==> src/active_pointer_pkg.sv <==
// Constants for the dual data pointer unit: register offsets, field positions, mode codes.
// Assumes the core special-function-register port addresses registers by an 8-bit offset.
// Function
// - Two 24-bit pointers; select bit picks visible
// - Auto-swap enable inverts select after qualifying move
// - Shadow mode field: hold, increment, decrement, toggle
// - Main mode field: same encoding as shadow
// - Bit 1 absent so increment flips select
// - Bit 7 reserved, no function
// - Only pointer-addressed code/external moves trigger updates
// - All other pointer uses act on active pointer
// - Mode update first, then automatic swap
// - Control register resets to zero
package active_pointer_pkg;
  localparam logic [7:0] ADDR_POINTER_CONTROL = 8'hA7;
  localparam logic [7:0] ADDR_POINTER_LOW = 8'h82;
  localparam logic [7:0] ADDR_POINTER_HIGH = 8'h83;
  localparam logic [7:0] ADDR_POINTER_PAGE = 8'h84;
  localparam logic [7:0] CONTROL_RESET = 8'h00;
  localparam logic [7:0] CONTROL_WRITE_MASK = 8'h7D;
  localparam int BIT_SELECT = 0;
  localparam int BIT_SWAP = 6;
  localparam int MAIN_MODE_LO = 2;
  localparam int SHADOW_MODE_LO = 4;
  localparam logic [1:0] MODE_HOLD = 2'h0;
  localparam logic [1:0] MODE_INC = 2'h1;
  localparam logic [1:0] MODE_DEC = 2'h2;
  localparam logic [1:0] MODE_FLIP = 2'h3;
  localparam int MODE_BITS = 2;
  localparam int BYTE_BITS = 8;
  localparam int BYTE_LOW = 0;
  localparam int BYTE_HIGH = 1;
  localparam int BYTE_PAGE = 2;
  localparam logic [7:0] READ_IDLE = 8'h00;
endpackage

==> src/active_pointer_step.sv <==
// Post-move update of one pointer according to its two-bit mode.
// Assumes the caller decides when the result is stored.
`timescale 1ns/1ns
`default_nettype none
module active_pointer_step
  import active_pointer_pkg::*;
#(
  parameter int WIDTH = 24
) (
  input wire logic [WIDTH-1:0] value,
  input wire logic [1:0] mode,
  output logic [WIDTH-1:0] result
);
  wire logic [WIDTH-1:0] one = {{(WIDTH-1){1'b0}}, 1'b1};
  assign result = (mode == MODE_INC) ? value + one :
                  (mode == MODE_DEC) ? value - one :
                  (mode == MODE_FLIP) ? value ^ one : value;
endmodule // active_pointer_step
`default_nettype wire

==> src/dual_data_pointer_unit.sv <==
// Dual 24-bit data pointer register file on the core's special-function-register port.
// Assumes the core pulses move_done one cycle per pointer-addressed code or external move.
`timescale 1ns/1ns
`default_nettype none
module dual_data_pointer_unit
  import active_pointer_pkg::*;
#(
  parameter int WIDTH = 24
) (
  input wire logic clock,
  input wire logic sys_rst,
  input wire logic [7:0] reg_addr,
  input wire logic reg_write,
  input wire logic [7:0] reg_wdata,
  output logic [7:0] reg_rdata,
  output logic reg_hit,
  input wire logic move_done,
  input wire logic move_via_pointer,
  input wire logic pointer_load,
  input wire logic [WIDTH-1:0] pointer_load_value,
  output logic [WIDTH-1:0] active_pointer
);
  // Pointer and control storage; every register resets asynchronously.
  logic [WIDTH-1:0] main_r;
  logic [WIDTH-1:0] shadow_r;
  logic [WIDTH-1:0] main_nxt;
  logic [WIDTH-1:0] shadow_nxt;
  logic [7:0] control_r;
  logic [7:0] control_nxt;
  logic [WIDTH-1:0] main_step;
  logic [WIDTH-1:0] shadow_step;

  // Address compare shared by the write strobes, the hit flag and the read mux.
  function automatic logic hits(input logic [7:0] addr, input logic [7:0] offset);
    return addr == offset;
  endfunction

  // One byte lane of a pointer, lane 0 being the least significant.
  function automatic logic [7:0] get_byte(input logic [WIDTH-1:0] v, input int idx);
    return v[idx*BYTE_BITS +: BYTE_BITS];
  endfunction

  function automatic logic [WIDTH-1:0] put_byte(input logic [WIDTH-1:0] v,
                                                input logic [7:0] b,
                                                input int idx);
    logic [WIDTH-1:0] r;
    r = v;
    r[idx*BYTE_BITS +: BYTE_BITS] = b;
    return r;
  endfunction

  // A lane is replaced only while its own write strobe is high.
  function automatic logic [WIDTH-1:0] lane_write(input logic [WIDTH-1:0] v,
                                                  input logic en,
                                                  input logic [7:0] b,
                                                  input int idx);
    return en ? put_byte(v, b, idx) : v;
  endfunction

  wire logic hit_ctrl = hits(reg_addr, ADDR_POINTER_CONTROL);
  wire logic hit_low = hits(reg_addr, ADDR_POINTER_LOW);
  wire logic hit_high = hits(reg_addr, ADDR_POINTER_HIGH);
  wire logic hit_page = hits(reg_addr, ADDR_POINTER_PAGE);
  wire logic wr_ctrl = reg_write & hit_ctrl;
  wire logic wr_low = reg_write & hit_low;
  wire logic wr_high = reg_write & hit_high;
  wire logic wr_page = reg_write & hit_page;

  wire logic sel = control_r[BIT_SELECT];
  wire logic swap_on = control_r[BIT_SWAP];
  wire logic [1:0] main_mode = control_r[MAIN_MODE_LO +: MODE_BITS];
  wire logic [1:0] shadow_mode = control_r[SHADOW_MODE_LO +: MODE_BITS];

  // Moves through the program counter or a working register leave both pointers alone.
  wire logic qualify = move_done & move_via_pointer;
  // A control write in the same cycle wins, so software never loses its own select value.
  wire logic swap_now = qualify & swap_on & ~wr_ctrl;

  assign active_pointer = sel ? shadow_r : main_r;

  active_pointer_step #(.WIDTH(WIDTH)) u_main_step (
    .value(main_r),
    .mode(main_mode),
    .result(main_step)
  );
  active_pointer_step #(.WIDTH(WIDTH)) u_shadow_step (
    .value(shadow_r),
    .mode(shadow_mode),
    .result(shadow_step)
  );

  // Only the active pointer steps, and it steps from its value before the swap.
  wire logic [WIDTH-1:0] moved = sel ? shadow_step : main_step;
  wire logic [WIDTH-1:0] loaded = pointer_load ? pointer_load_value : active_pointer;
  wire logic [WIDTH-1:0] base = (qualify & ~pointer_load) ? moved : loaded;
  // Byte writes land last, on top of a load or a step in the same cycle.
  wire logic [WIDTH-1:0] lane0 = lane_write(base, wr_low, reg_wdata, BYTE_LOW);
  wire logic [WIDTH-1:0] lane1 = lane_write(lane0, wr_high, reg_wdata, BYTE_HIGH);
  wire logic [WIDTH-1:0] lane2 = lane_write(lane1, wr_page, reg_wdata, BYTE_PAGE);

  // The idle pointer is never written, which keeps a byte write from leaking across.
  assign main_nxt = sel ? main_r : lane2;
  assign shadow_nxt = sel ? lane2 : shadow_r;

  // Bits 1 and 7 are masked so an increment of the register only flips the select.
  wire logic [7:0] control_written = reg_wdata & CONTROL_WRITE_MASK;

  always_comb begin
    control_nxt = control_r;
    if (wr_ctrl) begin
      control_nxt = control_written;
    end else if (swap_now) begin
      control_nxt[BIT_SELECT] = ~sel;
    end
  end

  always_ff @(posedge clock or posedge sys_rst) begin
    if (sys_rst) begin
      control_r <= CONTROL_RESET;
    end else begin
      control_r <= control_nxt;
    end
  end

  always_ff @(posedge clock or posedge sys_rst) begin
    if (sys_rst) begin
      main_r <= '0;
    end else begin
      main_r <= main_nxt;
    end
  end

  always_ff @(posedge clock or posedge sys_rst) begin
    if (sys_rst) begin
      shadow_r <= '0;
    end else begin
      shadow_r <= shadow_nxt;
    end
  end

  wire logic [7:0] rd_low = get_byte(active_pointer, BYTE_LOW);
  wire logic [7:0] rd_high = get_byte(active_pointer, BYTE_HIGH);
  wire logic [7:0] rd_page = get_byte(active_pointer, BYTE_PAGE);

  assign reg_hit = hit_ctrl | hit_low | hit_high | hit_page;
  // Unmapped offsets read as zero so the core's read mux can merge this freely.
  assign reg_rdata = hit_ctrl ? control_r :
                     hit_low ? rd_low :
                     hit_high ? rd_high :
                     hit_page ? rd_page : READ_IDLE;
endmodule // dual_data_pointer_unit
`default_nettype wire

==> config.mk <==
export PLATFORM = sky130hd
export DESIGN_NAME = dual_data_pointer_unit
export DESIGN_NICKNAME = d
export VERILOG_FILES = /design/src/active_pointer_pkg.sv /design/src/active_pointer_step.sv /design/src/dual_data_pointer_unit.sv
export SDC_FILE = /design/constraint.sdc
export NUM_CORES = 1
export LEC_CHECK = 0
export ABC_CLOCK_PERIOD_IN_PS = 2800
export BUFFER_PORTS_ARGS = -buffer_cell sky130_fd_sc_hd__clkbuf_2
export CAP_MARGIN = 25
export CORE_UTILIZATION = 35
export CTS_CLUSTER_DIAMETER = 80
export DETAILED_ROUTE_END_ITERATION = 6
export HOLD_SLACK_MARGIN = 0.06
export MAX_ROUTING_LAYER = met4
export PLACE_DENSITY = 0.64
export RECOVER_POWER = 25
export REMOVE_ABC_BUFFERS = 1
export SLEW_MARGIN = 15
export SYNTH_ARGS = -nofsm -noshare
export SYNTH_HDL_FRONTEND = slang
export SYNTH_SLANG_ARGS = --single-unit
==> constraint.sdc <==
create_clock -name clock -period 2.8 [get_ports clock]
set_clock_uncertainty 0.05 [all_clocks]
set_input_delay 0 -clock clock [delete_from_list [all_inputs] [get_ports clock]]
set_output_delay 0 -clock clock [all_outputs]
set_load 0.02 [all_outputs]
# [After elaboration in Yosys (flattened, before gate mapping)]
# Index checks and enable logic that the tools add are counted.
[totals] wordCells=54 regBits=54 out_inout_bits=33 in_bits=46
[classes] bitwise_logic=16 n_reduce_logical=1 n_addsub=4 n_eq_ne=10 n_mux=19
[ops] operator="24-bit 2-to-1 mux" n=9
[ops] operator="24-bit by 1-bit adder with 24-bit output, second input constant" n=2
[ops] operator="24-bit by 1-bit subtractor with 24-bit output, second input constant" n=2
[ops] operator="8-bit 2-to-1 mux" n=5
[ops] operator="8-bit == test, second input constant" n=4
[ops] operator="16-bit 2-to-1 mux" n=1
[ops] operator="1-bit AND" n=8
[ops] operator="2-bit == test, second input constant" n=4
[ops] operator="1-bit inverter" n=5
[ops] operator="2-bit by 1-bit == test with 1-bit output, second input constant" n=2
[ops] operator="1-bit 2-to-1 mux" n=4
[ops] operator="1-bit bitwise OR" n=3
[ops] operator="2-bit nonzero test" n=1

# [Depth between registers and ports, before layout]
[depth] ltp_word=9 ltp_mapped=9 depth_no_buf=8

# [Hierarchy]
# A second synthesis with hierarchy kept.
[hier_totals] hier_cells=661 area_unflattened_um2=5659.2
[by_module_without_submodules] mod="dual_data_pointer_unit" seq_area_each_um2=1351.3 area_per_inst_um2=3689.8 cells_each=373 instances=1
[by_module_without_submodules] mod="active_pointer_step" seq_area_each_um2=0.0 area_per_inst_um2=984.7 cells_each=144 instances=2

# [Worst setup path after synthesis]
# No wires, ideal clock.
[synth_timing] kind="reg2reg" from="reg main_r[12]" to="reg main_r[21]" path_stages_with_launch=8 period_less_slack_ps=2424 t_arrival_ps=2244 n_path_buf=1 setup_slack_ps=376 cell_sequence="dfrtp_1 > buf_6 > or4_4 > or3_4 > or3_4 > o32a_1 > nand3_1 > o211ai_2"
[synth_between] elab_chain_len=6 word_cells_on_any_way=7 classes_between="2 x add/sub; 5 x mux"
[synth_rtl] element="start: declaration" line="dual_data_pointer_unit.sv:24" text="logic [WIDTH-1:0] main_r;"
[synth_rtl] element="start signal: assignment" line="dual_data_pointer_unit.sv:129" text="main_r <= main_nxt;"
[synth_rtl] element="24-bit by 1-bit subtractor with 24-bit output" line="active_pointer_step.sv:16" text="(mode == MODE_DEC) ? value - one :"
[synth_rtl] element="24-bit 2-to-1 mux" line="active_pointer_step.sv:16"
[synth_rtl] element="24-bit 2-to-1 mux (*)" line="active_pointer_step.sv:15" text="assign result = (mode == MODE_INC) ? value + one :"
[synth_rtl] element="24-bit 2-to-1 mux (*)" line="dual_data_pointer_unit.sv:93" text="wire logic [WIDTH-1:0] moved = sel ? shadow_step : main_step;"
[synth_rtl] element="24-bit 2-to-1 mux (*)" line="dual_data_pointer_unit.sv:95" text="wire logic [WIDTH-1:0] base = (qualify & ~pointer_load) ? moved : loaded;"
[synth_rtl] element="24-bit 2-to-1 mux (*)" line="dual_data_pointer_unit.sv:57" text="return en ? put_byte(v, b, idx) : v;"
# Mark *: on every way between the ends. The rest lies on a longest branch, timed or not.
# A chain may end at the register's enable or synchronous reset.

# [Worst setup path in the final report]
[layout_timing] from="reg control_r[0]" to="out reg_rdata[5]"
[layout_between] elab_chain_len=5
[layout_rtl] element="start: declaration" line="dual_data_pointer_unit.sv:28" text="logic [7:0] control_r;"
[layout_rtl] element="start signal: assignment" line="dual_data_pointer_unit.sv:121" text="control_r <= control_nxt;"
[layout_rtl] element="24-bit 2-to-1 mux (*)" line="dual_data_pointer_unit.sv:79" text="assign active_pointer = sel ? shadow_r : main_r;"
[layout_rtl] element="8-bit 2-to-1 mux" line="dual_data_pointer_unit.sv:150" text="hit_page ? rd_page : READ_IDLE;"
[layout_rtl] element="8-bit 2-to-1 mux" line="dual_data_pointer_unit.sv:149" text="hit_high ? rd_high :"
[layout_rtl] element="8-bit 2-to-1 mux (*)" line="dual_data_pointer_unit.sv:148" text="hit_low ? rd_low :"
[layout_rtl] element="8-bit 2-to-1 mux (*)" line="dual_data_pointer_unit.sv:147" text="assign reg_rdata = hit_ctrl ? control_r :"
[layout_rtl] element="end: declaration" line="dual_data_pointer_unit.sv:15" text="output logic [7:0] reg_rdata,"
# Marked as above.

==> impl_metrics.tcl <==
set metrics [dict create \
    status "finished, final reports clean" \
    firstDrtPassIters 5 \
    arrival_ps 2610 \
    rsz0062_at_grt "false" \
    drt_iter0_drc 625 \
    max_freq_mhz 375 \
    boundaryPins 79 \
    io_buffers 78 \
    fin_util 0.415 \
    synth.area.mux_share 0.0978 \
    die_w_um 124 \
    ys_warn_count 0 \
    cts_tree "done" \
    finalInstanceArea_sq_um 6010 \
    ys_async_sr_fraction 1.00 \
    grt_max_degree 49 \
    syn_to_final_growth_pct 16.0 \
    setup_ws_ps 135 \
    die_h_um 124 \
    drive_gt1_frac 0.212 \
    coreArea_sq_um 14500 \
    startpoint_type "flop" \
    synth.avg_cell_area_sq_um 7.74 \
    hold_viol 0 \
    critPathMaxStageDelay_ps 760 \
    antennaDiodeCount 0 \
    std_cell_rows 44 \
    synthAdderAreaFrac 0.00966 \
    finalCriticalPeriod_ps 2660 \
    wire_per_inst_um 21.4 \
    drc 0 \
    viasPerCell 6.33 \
    synthXorXnorAreaFrac 0.0186 \
    cts_resized 0 \
    timing.hold.ws_ps 66.3 \
    wl_um 19700 \
    num_vias 5833 \
    h-tree-depth 2 \
    synth_compound_area_frac 0.278 \
    cts_num_sinks 54 \
    dp_hpwl_um 14600 \
    ys_ff_latch 54 \
    syn_area_sq_um 5180 \
    cts_max_path_buffers 2 \
    slew_viol_final 0 \
    grt_pass1_wl_um 30100 \
    synth-main-ff-cell "dfrtp_1" \
    overflow 0 \
    required_ps 2750 \
    clock_latency_ps 300 \
    cts-root-buf "clkbuf_16" \
    power_density_nw_per_um2 905 \
    placed_cell_area_sq_um 5840 \
    max_slew_margin 0.231 \
    synth_top_family_by_area "simple AND/OR/NAND/NOR gates" \
    cp_slowest_cell "dfrtp_4" \
    cts.clk_slew.worst_paths_ps 80 \
    cts_made_buffers 5 \
    ir_drop_mv 0.366 \
    hold_class "input port to flop" \
    yosysTopAreaCell "dfrtp_1" \
    tightest_slew_ps 1150 \
    ys_seq_area_frac 0.261 \
    synth.top_cell.area_share 0.261 \
    synth_cell_type_count 74 \
    dieArea_sq_um 15300 \
    netlist_instances 669 \
    antenna_found_initial 0 \
    synth-edff-count 0 \
    nNetsFinal 787 \
    ant_nets 0 \
    cp_max_fo 48 \
    setup_viol 0 \
    path_cells "buf_12 -> mux2_2 -> o21ai_0 -> o21ai_0 -> clkbuf_2" \
    leakage_nw 2.51 \
    crit_top_cell "o21ai_0" \
    timing.setup.critical_path_class "flop to output pin" \
    fin_crit_sh 0.952 \
    start_util 0.358 \
    synthTopCellsByArea "dfrtp_1, o21ai_0, mux2i_1, nand2_1, mux2_2" \
    track_usage 0.273 \
    cp-end-kind "output pin" \
    drv_cap 0 \
    place_ws_ps 312 \
    place.gp.congestion 0.942 \
    grt_pass1_vias 5164 \
    synth-simple-area-share 0.280 \
]
## metrics by stage
step	cells	setup TNS [ps]	power, mW
2_1_floorplan	618	-48430	3.57
3_3_place_gp	911	0	4.68
3_5_place_dp	911	0	4.71
4_1_cts	921	0	5.38
5_1_grt	921	0	5.81
6_report	921	0	5.44
## flip-flops by register name, indices dropped and copies added, names as in the netlist
register and count:
shadow_r 24, control_r 6, main_r 24
## final timing paths
check	start	endpoint	slack [ps]	cells after the start
worst max-delay path	control_r[0]	reg_rdata[5]	140	5
max in group asynchronous	sys_rst	main_r[22]	1020	4
worst min register to register	shadow_r[23]	shadow_r[23]	500	1
min in group asynchronous	sys_rst	shadow_r[14]	480	3
worst min-delay path	pointer_load_value[2]	shadow_r[2]	70	5
worst max register to register	shadow_r[0]	shadow_r[13]	260	6
## kinds of logic after synthesis
family          after synthesis
mux                          48
xor+xnor                     11
buf+inv                      71
flops                        54
compound gates              210
fa+ha+maj                     4
simple gates                271
## layer usage
metal,GRT usage,part of all wire,up-vias
li1,-,-,2695
met1,0.377,0.44,2754
met2,0.382,0.42,335
met3,0.0682,0.11,49
met4,0.0979,0.032,0
met5,-,0,-
## layout make-up
cell class,count,area [sq um]
fillers,1496,8470
multi-input cells,544,3550
flip-flops and latches,54,1360
repair buffers,112,662
well taps,184,230
clock buffers,7,143
inverters,20,75.1
## where the power goes
part / switching (mW) / leakage (nW) / internal (mW) / total (mW)
clock: 0.307 / 0.0700 / 0.354 / 0.661
sequential: 0.713 / 0.663 / 1.13 / 1.84
combinational: 1.76 / 1.77 / 1.18 / 2.94
total: 2.78 / 2.51 / 2.66 / 5.44
## worst max-delay path, delay by kind of cell, from the launching register on
| family | cells | cell delay (ps) |
|---|---|---|
| flops | 1 | 760 |
| compound gates | 2 | 660 |
| buf+inv | 2 | 480 |
| mux | 1 | 390 |
## cells in the mapped netlist, types with 4 or more instances
cell and count:
o211ai_1 10, a22oi_1 22, or4_1 4, a32oi_1 7, ha_1 4, o2bb2ai_1 5, mux2i_1 27, buf_2 4
a21oi_1 26, and2_1 6, nor2_1 51, buf_1 6, mux2_2 21, nor4_1 13, o21a_1 5, a221o_1 6
and3_1 12, nand2_1 67, or3_1 6, a311oi_1 4, nand3b_1 10, o31ai_1 13, nand4_1 12, nor2b_1 4
o22ai_1 11, nand4b_1 5, xnor2_1 6, nand3_1 29, dfrtp_1 54, xor2_1 5, a22o_1 7, nor3_1 24
a221oi_1 4, o21ai_0 58, clkbuf_1 38, inv_1 19, a31oi_1 5
## placed cells by master, fill, tap and decap left out, drive strengths merged, types with 5 or more instances in the layout
| cell | n |
|---|---|
| and3 | 15 |
| o211ai | 11 |
| nor4b | 6 |
| nand4 | 13 |
| a32oi | 7 |
| a21oi | 26 |
| a22oi | 22 |
| a31oi | 5 |
| and2 | 6 |
| a221o | 6 |
| o21a | 5 |
| nand3b | 10 |
| xor2 | 5 |
| buf | 30 |
| dfrtp | 54 |
| o31ai | 13 |
| inv | 20 |
| xnor2 | 6 |
| nor4 | 13 |
| nor2 | 51 |
| mux2i | 27 |
| mux2 | 21 |
| o22ai | 11 |
| nand2 | 67 |
| nand3 | 29 |
| clkbuf | 86 |
| a22o | 7 |
| nand4b | 5 |
| or4 | 5 |
| o21ai | 58 |
| nor3 | 24 |
| or3 | 8 |
| o2bb2ai | 5 |
## what timing repair did
item | CTS | global route
endpoints found under the setup margin | 0 | 0
endpoints found under the hold margin | 26 | 0
buffers inserted | 0 | 0
hold buffers | 3 | 0
(Power assumes the default switching activity.)
